`src/pwm_steer_map.svh`:
```
/*
  register offsets, field positions, reset values and timing counts
  for the pwm dead-band and steering output stage.
  assumes inclusion by bare name from the design file.
*/
`ifndef PWM_STEER_MAP_SVH
`define PWM_STEER_MAP_SVH
// register offsets (word index on the plain register port)
`define OFS_CAPTURE_PWM_CTL 3'h0
`define OFS_SHUTDOWN_CTL 3'h1
`define OFS_STEERING_CTL 3'h2
`define OFS_DEADBAND_RESTART_CTL 3'h3
`define OFS_ALT_PIN_SELECT 3'h4
`define OFS_PERIPH_FLAG_REG 3'h5
`define OFS_IRQ_MASK 3'h6
// reset values
`define RST_CAPTURE_PWM_CTL 8'h00
`define RST_SHUTDOWN_CTL 8'h00
`define RST_STEERING_CTL 8'h01
`define RST_DEADBAND_RESTART_CTL 8'h00
`define RST_ALT_PIN_SELECT 8'h00
`define RST_IRQ_MASK 2'h0
// field positions
`define POS_SHUTDOWN_EVENT 7
`define POS_RESTART_EN 7
`define POS_STEER_SYNC 4
`define POS_STEER_B 1
`define POS_STEER_A 0
`define POS_ALT_OUT_B 1
`define POS_ALT_OUT_A 0
`define POS_FLAG_PERIOD 1
`define POS_FLAG_SHUTDOWN 0
`define STEER_WR_MASK 8'h13
// mode codes
`define MODE_PWM_HI 2'h3
`define CFG_SINGLE 2'h0
`define CFG_HALF_BRIDGE 2'h2
// one instruction cycle is four oscillator periods
`define TOSC_PER_TCY 4
`endif

```
`src/pwm_steer_pkg.sv`:
```
/*
  types for the pwm dead-band and steering output stage.
  assumes no other package.
*/
`default_nettype none
package pwm_steer_pkg;
  typedef enum logic [1:0] {
    OUT_OFF = 2'h0,
    OUT_SINGLE = 2'h1,
    OUT_HALF = 2'h3
  } out_mode_t;
endpackage
`default_nettype wire

```
`src/pwm_deadband_steering.sv`:
```
/*
  output stage of the enhanced pwm: dead-band delay, steering,
  per-pin polarity, auto-shutdown pin forcing, period flag, interrupt.
  assumes an external time base supplies the raw pwm level and a
  one-cycle period-start pulse, and tcy_tick marks instruction cycles;
  fault_in is an asynchronous pin.
*/
// The strobed register port and the register offsets are this design's own decisions.
`default_nettype none
`include "pwm_steer_map.svh"
module pwm_deadband_steering #(
  parameter int DB_W = 7 // dead-band count width
) (
  input wire logic clk_sys, // system clock, 20 MHz
  input wire logic sys_rst, // synchronous reset, active high
  input wire logic [2:0] reg_addr, // register index
  input wire logic [7:0] reg_wdata, // write data
  input wire logic reg_wr, // write strobe
  input wire logic reg_rd, // read strobe
  output logic [7:0] reg_rdata, // read data, cycle after strobe
  input wire logic pwm_raw, // raw pwm from time base, same domain
  input wire logic period_start, // one-cycle pulse at period start
  input wire logic tcy_tick, // one pulse per instruction cycle
  input wire logic fault_in, // shutdown request pin, async
  input wire logic [1:0] port_out, // port latch data for a and b
  input wire logic [1:0] port_dir, // pin direction, 0 = output
  output logic [3:0] pin_out, // levels: a main, b main, a alt, b alt
  output logic [3:0] pin_oe, // output enables, same order
  output logic irq // level interrupt
);
  ////////////////////////////////////////////////////////////////////
  // registers and synchroniser
  logic [7:0] ccp_ctl_ff, sd_ctl_ff, steer_ctl_ff, db_ctl_ff, alt_ff;
  logic [1:0] steer_act_ff, flags_ff, mask_ff;
  logic [1:0] fault_sync_ff;
  logic [1:0] per_cnt_ff;
  logic [1:0] ccp_mode_select, output_config_select;
  logic [DB_W-1:0] deadband_count;
  logic steer_sync_select, restart_en, sd_event;
  pwm_steer_pkg::out_mode_t mode;
  logic fault_lvl;

  assign ccp_mode_select = ccp_ctl_ff[1:0];
  assign output_config_select = ccp_ctl_ff[7:6];
  assign deadband_count = db_ctl_ff[DB_W-1:0];
  assign steer_sync_select = steer_ctl_ff[`POS_STEER_SYNC];
  assign restart_en = db_ctl_ff[`POS_RESTART_EN];
  assign sd_event = sd_ctl_ff[`POS_SHUTDOWN_EVENT];
  // fault is low-active at the pin; source select nonzero enables it
  assign fault_lvl = !fault_sync_ff[1] && (sd_ctl_ff[6:4] != 3'h0);

  // mode decode
  always_comb begin
    mode = pwm_steer_pkg::OUT_OFF;
    if (ccp_ctl_ff[3:2] == `MODE_PWM_HI) begin
      if (output_config_select == `CFG_SINGLE) begin
        mode = pwm_steer_pkg::OUT_SINGLE;
      end else if (output_config_select == `CFG_HALF_BRIDGE) begin
        mode = pwm_steer_pkg::OUT_HALF;
      end
    end
  end

  // two-flop synchroniser for the fault pin
  always_ff @(posedge clk_sys) begin
    if (sys_rst) begin
      fault_sync_ff <= 2'h3;
    end else begin
      fault_sync_ff <= {fault_sync_ff[0], fault_in};
    end
  end

  ////////////////////////////////////////////////////////////////////
  // register writes
  always_ff @(posedge clk_sys) begin
    if (sys_rst) begin
      ccp_ctl_ff <= `RST_CAPTURE_PWM_CTL;
      steer_ctl_ff <= `RST_STEERING_CTL;
      db_ctl_ff <= `RST_DEADBAND_RESTART_CTL;
      alt_ff <= `RST_ALT_PIN_SELECT;
      mask_ff <= `RST_IRQ_MASK;
    end else if (reg_wr) begin
      if (reg_addr == `OFS_CAPTURE_PWM_CTL) begin
        ccp_ctl_ff <= reg_wdata;
      end else if (reg_addr == `OFS_STEERING_CTL) begin
        steer_ctl_ff <= reg_wdata & `STEER_WR_MASK;
      end else if (reg_addr == `OFS_DEADBAND_RESTART_CTL) begin
        db_ctl_ff <= reg_wdata;
      end else if (reg_addr == `OFS_ALT_PIN_SELECT) begin
        alt_ff <= reg_wdata;
      end else if (reg_addr == `OFS_IRQ_MASK) begin
        mask_ff <= reg_wdata[1:0];
      end
    end
  end

  // shutdown control: event bit set by fault, held while fault persists
  always_ff @(posedge clk_sys) begin
    if (sys_rst) begin
      sd_ctl_ff <= `RST_SHUTDOWN_CTL;
    end else begin
      if (reg_wr && reg_addr == `OFS_SHUTDOWN_CTL) begin
        sd_ctl_ff[6:0] <= reg_wdata[6:0];
      end
      if (fault_lvl) begin
        sd_ctl_ff[`POS_SHUTDOWN_EVENT] <= 1'b1;
      end else if (reg_wr && reg_addr == `OFS_SHUTDOWN_CTL) begin
        sd_ctl_ff[`POS_SHUTDOWN_EVENT] <= reg_wdata[7];
      end else if (restart_en && period_start) begin
        sd_ctl_ff[`POS_SHUTDOWN_EVENT] <= 1'b0; // auto-restart
      end
    end
  end

  ////////////////////////////////////////////////////////////////////
  // active steering: immediate or at next period start
  always_ff @(posedge clk_sys) begin
    if (sys_rst) begin
      steer_act_ff <= 2'(`RST_STEERING_CTL);
    end else if (!steer_sync_select) begin
      steer_act_ff <= steer_ctl_ff[1:0];
    end else if (period_start) begin
      steer_act_ff <= steer_ctl_ff[1:0];
    end
  end

  // period counter and flags; set wins over read-clear
  always_ff @(posedge clk_sys) begin
    if (sys_rst) begin
      per_cnt_ff <= 2'h0;
    end else if (mode == pwm_steer_pkg::OUT_OFF) begin
      per_cnt_ff <= 2'h0;
    end else if (period_start && per_cnt_ff != 2'h2) begin
      per_cnt_ff <= per_cnt_ff + 2'h1;
    end
  end

  always_ff @(posedge clk_sys) begin
    if (sys_rst) begin
      flags_ff <= 2'h0;
    end else begin
      if (reg_rd && reg_addr == `OFS_PERIPH_FLAG_REG) begin
        flags_ff <= 2'h0;
      end
      // second period start marks first full cycle done
      if (period_start && per_cnt_ff == 2'h1) begin
        flags_ff[`POS_FLAG_PERIOD] <= 1'b1;
      end
      if (fault_lvl && !sd_event) begin
        flags_ff[`POS_FLAG_SHUTDOWN] <= 1'b1;
      end
    end
  end

  always_ff @(posedge clk_sys) begin
    if (sys_rst) begin
      irq <= 1'b0;
    end else begin
      irq <= |(flags_ff & mask_ff);
    end
  end

  ////////////////////////////////////////////////////////////////////
  // dead-band: per output, delay rising edge of the active level
  logic [1:0] sched, delayed, pwm_en, shut_val, shut_tri, lvl, pol_lo;
  logic [DB_W-1:0] db_cnt_ff [2];
  logic [1:0] sched_q_ff, dly_ff;

  assign sched = {!pwm_raw, pwm_raw};
  assign pol_lo = {ccp_mode_select[0], ccp_mode_select[1]};

  genvar gi;
  generate
    for (gi = 0; gi < 2; gi++) begin : g_out
      always_ff @(posedge clk_sys) begin
        if (sys_rst) begin
          db_cnt_ff[gi] <= '0;
          dly_ff[gi] <= 1'b0;
          sched_q_ff[gi] <= 1'b0;
        end else begin
          sched_q_ff[gi] <= sched[gi];
          if (!sched[gi]) begin
            dly_ff[gi] <= 1'b0;
            db_cnt_ff[gi] <= '0;
          end else if (!sched_q_ff[gi]) begin
            db_cnt_ff[gi] <= deadband_count;
            dly_ff[gi] <= (deadband_count == '0);
          end else if (db_cnt_ff[gi] != '0) begin
            if (tcy_tick) begin
              db_cnt_ff[gi] <= db_cnt_ff[gi] - DB_W'(1);
              dly_ff[gi] <= (db_cnt_ff[gi] == DB_W'(1));
            end
          end
        end
      end
      // falling scheduled edge drops at once, a stale dly_ff cannot
      // stretch it; only the rising edge waits for the count
      assign delayed[gi] = (mode == pwm_steer_pkg::OUT_HALF) ?
        (sched[gi] && (dly_ff[gi] || deadband_count == '0)) :
        pwm_raw;
      assign shut_val[gi] = sd_ctl_ff[2*(1-gi)];
      assign shut_tri[gi] = sd_ctl_ff[2*(1-gi)+1];
    end
  endgenerate

  always_comb begin
    pwm_en = 2'h0;
    if (mode == pwm_steer_pkg::OUT_HALF) begin
      pwm_en = 2'h3;
    end else if (mode == pwm_steer_pkg::OUT_SINGLE) begin
      pwm_en = steer_act_ff;
    end
  end

  // output pins: pwm, shutdown state, or port latch; alt select moves
  logic [1:0] o_lvl, o_en;
  always_comb begin
    for (int i = 0; i < 2; i++) begin
      lvl[i] = delayed[i] ^ pol_lo[i];
      o_lvl[i] = port_out[i];
      o_en[i] = !port_dir[i];
      if (pwm_en[i] && sd_event) begin
        o_lvl[i] = shut_val[i];
        o_en[i] = !shut_tri[i];
      end else if (pwm_en[i]) begin
        o_lvl[i] = lvl[i];
      end
    end
  end

  always_ff @(posedge clk_sys) begin
    if (sys_rst) begin
      pin_out <= 4'h0;
      pin_oe <= 4'h0;
    end else begin
      for (int i = 0; i < 2; i++) begin
        pin_out[i] <= alt_ff[i] ? 1'b0 : o_lvl[i];
        pin_oe[i] <= alt_ff[i] ? 1'b0 : o_en[i];
        pin_out[i+2] <= alt_ff[i] ? o_lvl[i] : 1'b0;
        pin_oe[i+2] <= alt_ff[i] ? o_en[i] : 1'b0;
      end
    end
  end

  // read data
  always_ff @(posedge clk_sys) begin
    if (sys_rst) begin
      reg_rdata <= 8'h00;
    end else if (!reg_rd) begin
      reg_rdata <= 8'h00;
    end else if (reg_addr == `OFS_CAPTURE_PWM_CTL) begin
      reg_rdata <= ccp_ctl_ff;
    end else if (reg_addr == `OFS_SHUTDOWN_CTL) begin
      reg_rdata <= sd_ctl_ff;
    end else if (reg_addr == `OFS_STEERING_CTL) begin
      reg_rdata <= steer_ctl_ff;
    end else if (reg_addr == `OFS_DEADBAND_RESTART_CTL) begin
      reg_rdata <= db_ctl_ff;
    end else if (reg_addr == `OFS_ALT_PIN_SELECT) begin
      reg_rdata <= alt_ff;
    end else if (reg_addr == `OFS_PERIPH_FLAG_REG) begin
      reg_rdata <= {6'h00, flags_ff};
    end else if (reg_addr == `OFS_IRQ_MASK) begin
      reg_rdata <= {6'h00, mask_ff};
    end else begin
      reg_rdata <= 8'h00;
    end
  end

  ////////////////////////////////////////////////////////////////////
  // checks
  chk_falling_undelayed: assert property (@(posedge clk_sys)
    disable iff (sys_rst)
    (mode == pwm_steer_pkg::OUT_HALF && !sched[0] && !sd_event &&
     !alt_ff[0])
    |=> pin_out[0] == $past(pol_lo[0]))
    else $error("half-bridge falling edge was delayed");
  chk_zero_no_delay: assert property (@(posedge clk_sys)
    disable iff (sys_rst)
    (mode == pwm_steer_pkg::OUT_HALF && deadband_count == '0 &&
     sched[1] && !sd_event && !alt_ff[1])
    |=> pin_out[1] != $past(pol_lo[1]))
    else $error("zero dead-band still delayed");
  chk_sync_apply: assert property (@(posedge clk_sys)
    disable iff (sys_rst)
    (steer_sync_select && !period_start) |=> $stable(steer_act_ff))
    else $error("synced steering changed mid period");
  chk_immediate_apply: assert property (@(posedge clk_sys)
    disable iff (sys_rst)
    !steer_sync_select |=> steer_act_ff == $past(steer_ctl_ff[1:0]))
    else $error("immediate steering not applied");
  chk_shut_only_en: assert property (@(posedge clk_sys)
    disable iff (sys_rst)
    (!pwm_en[0] && !alt_ff[0]) |=> pin_out[0] == $past(port_out[0]))
    else $error("non-steered pin disturbed");
  chk_period_flag: assert property (@(posedge clk_sys)
    disable iff (sys_rst)
    (period_start && per_cnt_ff == 2'h1 && mode != pwm_steer_pkg::OUT_OFF)
    |=> flags_ff[`POS_FLAG_PERIOD])
    else $error("period flag not set on second period");
  chk_complement: assert property (@(posedge clk_sys)
    disable iff (sys_rst)
    (mode == pwm_steer_pkg::OUT_HALF && deadband_count == '0 &&
     !sd_event && alt_ff[1:0] == 2'h0 && pol_lo == 2'h0)
    |=> pin_out[1] == !pin_out[0])
    else $error("b not complement of a");
  chk_irq_level: assert property (@(posedge clk_sys)
    disable iff (sys_rst)
    |(flags_ff & mask_ff) |=> irq)
    else $error("irq missing");
  // a fresh rising edge with a nonzero count must not reach the pin yet
  chk_rise_held: assert property (@(posedge clk_sys)
    disable iff (sys_rst)
    (mode == pwm_steer_pkg::OUT_HALF && sched[0] && !sched_q_ff[0] &&
     deadband_count != '0 && !sd_event && !alt_ff[0])
    |=> pin_out[0] == $past(pol_lo[0]))
    else $error("half-bridge rising edge not delayed");
  // an enabled pin in shutdown shows its programmed shutdown state
  chk_shut_forced: assert property (@(posedge clk_sys)
    disable iff (sys_rst)
    (pwm_en[0] && sd_event && !alt_ff[0])
    |=> pin_out[0] == $past(shut_val[0]) &&
        pin_oe[0] == !$past(shut_tri[0]))
    else $error("enabled pin not forced in shutdown");
  // an unsteered pin in single mode is plain port control
  chk_unsteered_port: assert property (@(posedge clk_sys)
    disable iff (sys_rst)
    (mode == pwm_steer_pkg::OUT_SINGLE && !pwm_en[1] && !alt_ff[1])
    |=> pin_out[1] == $past(port_out[1]) &&
        pin_oe[1] == !$past(port_dir[1]))
    else $error("unsteered pin left port control");
endmodule
`default_nettype wire

```
`config.mk`:
```
export PLATFORM = sky130hd
export DESIGN_NAME = pwm_deadband_steering
export DESIGN_NICKNAME = d
export VERILOG_FILES = /design/src/pwm_steer_pkg.sv /design/src/pwm_deadband_steering.sv
export VERILOG_INCLUDE_DIRS = /design/src /design/src/src
export SDC_FILE = /design/constraint.sdc
export NUM_CORES = 1
export LEC_CHECK = 0
export BUFFER_PORTS_ARGS = -buffer_cell sky130_fd_sc_hd__clkbuf_2
export CORE_MARGIN = 2
export CORE_UTILIZATION = 42
export CTS_BUF_LIST = sky130_fd_sc_hd__clkbuf_8
export CTS_CLUSTER_DIAMETER = 150
export DETAILED_ROUTE_END_ITERATION = 8
export GPL_ROUTABILITY_DRIVEN = 0
export GPL_TIMING_DRIVEN = 0
export PLACE_DENSITY = 0.6
export SYNTH_ARGS = -nofsm -noshare
export SYNTH_HDL_FRONTEND = slang
export SYNTH_SLANG_ARGS = --single-unit
```
`constraint.sdc`:
```
create_clock -name clk_sys -period 1.67 [get_ports clk_sys]
set_input_delay 0.4175 -clock clk_sys [delete_from_list [all_inputs] [get_ports clk_sys]]
set_output_delay 0.4175 -clock clk_sys [all_outputs]
set_load 0.1 [all_outputs]
```
### After elaboration in Yosys (flattened, before gate mapping)

Memories as Yosys holds them, arrays and structs flattened.
Index checks and enable logic that the tools add are counted.
W data, S select, Z words.

| word-level totals | value |
|---|---|
| word-level logic and storage cells | 179 |
| register bits after elaboration | 66 |
| memories | 1 |
| memory bits (writable) | 14 |
| input port bits | 23 |

Memories:

| name | words | bits a word | rd ports | clocked after memory_dff | wr ports | RTL line | text |
|---|---|---|---|---|---|---|---|
| db_cnt_ff | 2 | 7 | 2 | 0 | 2 | pwm_deadband_steering.sv:166 | `logic [DB_W-1:0] db_cnt_ff [2];` |

| cells by class | value |
|---|---|
| multiplexer cells | 67 |
| eq/ne operators | 19 |
| bitwise logic cells | 17 |
| reduce and logical (&&, ||, !) cells | 46 |
| add/sub/neg operators | 3 |

Operators by type and width:

| operator | count |
|---|---|
| $mux W1 | 46 |
| $mux W7 | 6 |
| $mux W8 | 5 |
| $mux W2 | 10 |
| $reduce_or A2 Y1 | 9 |
| $eq A7 B1 Y1 const B | 2 |
| $reduce_bool A7 Y1 | 2 |
| $sub A7 B1 Y7 const B | 2 |
| $logic_and A1 B1 Y1 | 11 |
| $eq A3 B3 Y1 const B | 3 |
| $ne A2 B2 Y1 const B | 4 |
| $not A1 Y1 | 8 |
| $logic_not A1 Y1 | 7 |
| $logic_not A7 Y1 | 1 |
| $eq A2 B2 Y1 const B | 3 |
| $eq A3 B2 Y1 const B | 2 |
| $or A1 B1 Y1 | 6 |
| $reduce_and A2 Y1 | 3 |
| $reduce_and A6 Y1 | 1 |
| $reduce_bool A3 Y1 | 2 |
| $reduce_and A5 Y1 | 1 |
| $eq A2 B1 Y1 const B | 2 |
| $logic_not A2 Y1 | 2 |
| $ne A2 B1 Y1 const B | 2 |
| other kinds (9) | 12 |

### Logic depth before layout (Yosys ltp)

| logic depth | value |
|---|---|
| depth in word-level cells | 9 |
| gate-level depth with buffers | 7 |

### Least setup slack after synthesis

OpenSTA, ideal clock, no wires.

| timing | value |
|---|---|
| path type | register -> register |
| start | memory db_cnt_ff[1][3] |
| end | memory db_cnt_ff[1][0], enable pin |
| arrival time | 1.433 ns |
| clock period less this slack | 1.749 ns |
| library setup time | 0.316 ns |
| path buffers | 0 |
| path slack | -0.079 ns |
| stages on the path, launching flop included | 4 |
| cell sequence | edfxtp_1 -> or4_4 -> o31ai_4 -> nand3_1 |

RTL lines:

| element | RTL line |
|---|---|
| start: declaration | pwm_deadband_steering.sv:166 |

==> results.sh <==
export IMPL_start_util_pct=43.40
export IMPL_grt_pass1_vias=2994
export IMPL_pwr_share_comb_pct=13.6
export IMPL_worst_pin_slew_ns=0.7951
export IMPL_postSynthAreaPerCell_um2=8.885
export IMPL_ys_seq_area_share_pct=46.02
export IMPL_pwr_share_seq_pct=52.3
export IMPL_die_h_um=98.93
export IMPL_worstReg2RegStart="db_cnt_ff[1][4]$_SDFFCE_PN0P_"
export IMPL_viasPerCell=5.254
export IMPL_relSlewSlack_pct=46.58
export IMPL_htreeDepth=3
export IMPL_startpoint_type="flip-flop"
export IMPL_post_dp_cell_area_um2=4119
export IMPL_grt_max_degree=14
export IMPL_antenna_found_initial=0
export IMPL_finalMaxSlewViolations=0
export IMPL_syn_nets=457
export IMPL_cts_hold_buf=0
export IMPL_grt_pass1_wl_um=14870
export IMPL_synth_ff_type="dfxtp_1"
export IMPL_yosysWarnings=0
export IMPL_grt_ovfl_total=0
export IMPL_routedWlPerCell_um=15.30
export IMPL_violations="setup timing"
export IMPL_insertion_delay_ns=0.35
export IMPL_status="complete, but fails checks"
export IMPL_utilization_pct=51.31
export IMPL_finalHoldViolations=0
export IMPL_vias=3147
export IMPL_critPathKind="flip-flop to flip-flop"
export IMPL_fin_crit_sh_pct=106.0
export IMPL_skew_ns=0.01066
export IMPL_fmaxAchievable_ghz=0.5650
export IMPL_critical_path_required_ns=1.77
export IMPL_power_density_nw_per_um2=877.6
export IMPL_synth_area_um2=3785
export IMPL_fin_area_um2=4474
export IMPL_fin_nets=518
export IMPL_maxCapViolCount=0
export IMPL_setup_violations_final=14
export IMPL_ant_nets=0
export IMPL_ys_types=51
export IMPL_syn_inst=426
export IMPL_layout_setup_ws_ns=-0.09980
export IMPL_arrival_ns=1.87
export IMPL_worstSetupStartpoint="db_cnt_ff[1][4]$_SDFFCE_PN0P_"
export IMPL_drive_gt1_share_pct=20.98
export IMPL_ctsRootBufferMaster="clkbuf_8"
export IMPL_drt_first_iter_violations=145
export IMPL_endpoint_kind="flip-flop"
export IMPL_ys_seq_elements=80
export IMPL_holdCritPathClass="input pin to flip-flop"
export IMPL_dp_cells=569
export IMPL_period_needed_ns=1.770
export IMPL_cts_path_max_buffers=2
export IMPL_instances_no_fill=599
export IMPL_cts_made_buffers=9
export IMPL_io_buffers=35
export IMPL_numClockSinks=80
export IMPL_pwr_share_clk_pct=34.1
export IMPL_syn_to_final_growth_pct=18.21
export IMPL_cts_tree="done"
export IMPL_rows=34
export IMPL_intPower_uw=2876
export IMPL_drt_wl_total_um=9167
export IMPL_synth_edf_count=14
export IMPL_grt_setup_unrepaired="true"
export IMPL_drtPass1Iterations=4
export IMPL_hpwlAfterDp_um=6705
export IMPL_drc=0
export IMPL_p_leak_uw=0.001765
export IMPL_worstHoldStart="fault_in"
export IMPL_vdd_drop_max_v=0.0006310
export IMPL_coreArea_um2=8721
export IMPL_die_area_um2=9787
export IMPL_n_antenna_cell=0
export IMPL_ioPinCount=40
export IMPL_track_usage_pct=19.46
export IMPL_path_clk_slew_ns=0.08
export IMPL_fp_dieW_um=98.93
export IMPL_synthArstFlopShare_pct=0
export IMPL_swShare_pct=26.75
export IMPL_switchingPower_uw=1051
export IMPL_worstPathMaxFanout=7
export IMPL_power_uw=3927
-- path summary, 6_finish.rpt --
kind	endpoint	slack (ns)	depth (start not counted)
setup / recovery	db_cnt_ff[1][6]$_SDFFCE_PN0P_	-0.1	4
hold / removal	fault_sync_ff[0]$_SDFF_PP1_	0.24	2
setup reg to reg	db_cnt_ff[1][6]$_SDFFCE_PN0P_	-0.1	4
hold reg to reg	fault_sync_ff[1]$_SDFF_PP1_	0.43	1
-- what timing repair did --
item / in CTS / in global routing
pin swaps: 11 / 7
gates resized for setup: 16 / 16
endpoints found under the hold margin: 0 / 0
buffers inserted: 9 / 7
endpoints found under the setup margin: 56 / 30
-- power groups by stage --
stage	registers (uW)	logic, uW	clock network, uW
2_1_floorplan	2170	282	0
3_3_place_gp	2100	477	0
3_5_place_dp	2100	479	0
4_1_cts	2060	510	1370
5_1_grt	2060	584	1460
6_report	2060	533	1340
-- state kept, by name, indices dropped and copies added (netlist names) --
name           flops
db_cnt_ff         14
alt_ff             8
ccp_ctl_ff         8
db_ctl_ff          8
reg_rdata          8
sd_ctl_ff          8
pin_oe             4
pin_out            4
steer_ctl_ff       3
dly_ff             2
fault_sync_ff      2
flags_ff           2
mask_ff            2
per_cnt_ff         2
sched_q_ff         2
steer_act_ff       2
irq                1
-- cells in the final DEF (no fill, tap or decap), drive strengths merged, types with 6 or more instances in the layout --
cell / count
dfxtp: 66
nand2: 58
nor2: 53
clkbuf: 52
a21oi: 28
buf: 27
o21ai: 26
mux2i: 23
inv: 18
nor2b: 17
edfxtp: 14
nor3: 11
a22oi: 8
ha: 8
xnor2: 7
o22ai: 7
and2: 6
nand3: 6
-- stage by stage --
stage | TNS (ns) | hold slack, ns | setup WS [ns]
after floorplan | -0.1134 | 0.3895 | -0.01909
after global placement | -21.03 | 0.3946 | -0.4687
after detailed placement | -20.18 | 0.3982 | -0.4488
after CTS | -2.960 | 0.2365 | -0.1592
after global routing | -2.299 | 0.2403 | -0.1687
final | -0.9661 | 0.2447 | -0.09980
-- metal layers --
| layer | track usage [%] | part of all wire, % | wire length (um) | vias up |
|---|---|---|---|---|
| met1 | 25.31 | 46 | 4184 | 1492 |
| met3 | 2.979 | 2.3 | 214 | 14 |
| met2 | 32.69 | 50 | 4569 | 52 |
| li1 | - | - | - | 1589 |
| met5 | 0 | 0 | 0 | - |
| met4 | 7.271 | 2.2 | 199 | 0 |
-- cells in the mapped netlist, drive strengths merged, types with 2 or more instances --
master    n  share of area [%]
nor4      3               0.66
a32oi     2               0.46
a22oi     8                1.6
nand2    58                5.8
or2       4               0.66
a211o     2               0.46
nor3b     5               0.99
a2bb2oi   2               0.46
and2      6               0.99
a211oi    2               0.40
a2111oi   3                1.0
nand2b    2               0.33
nor2     53                5.5
nor2b    17                2.8
mux2i    23                6.1
and3b     2               0.46
xnor2     7                1.6
a21oi    28                3.7
or3       3               0.50
and3      3               0.50
dfxtp    66                 35
nor3     11                1.8
nand3     6               0.79
xor2      4               0.93
o21ai    26                3.4
buf      11                1.7
ha        8                2.6
o22ai     7                1.2
inv      17                1.7
o41ai     2               0.86
nand3b    2               0.40
clkbuf    9               0.89
edfxtp   14                 11
-- critical path, stage by stage, from the launching register on --
cell      delay [ns]
edfxtp_1        0.40
or4_4           0.58
o31ai_4         0.24
or2_4           0.22
o21ai_1         0.08
-- kinds of logic after synthesis --
family	after synthesis	synth area share [%]
AOI/OAI and AO/OA	86	14.84
buffers and inverters	37	4.264
muxes	24	6.380
xor gates and xnor gates	11	2.545
and+or+nand+nor	180	23.31
adders and majority gates	8	2.645
DFF	80	46.02
-- area by class of cell --
cell class	instances	area, um^2
Clock inverter	6	53.80
Clock buffer	9	123.9
Multi-Input combinational cell	309	1963
Sequential cell	80	1742
Fill cell	839	4247
Buffer	19	97.59
Timing Repair Buffer	51	295.3
Tap cell	108	135.1
Inverter	17	63.81
(Power assumes the default switching activity.)
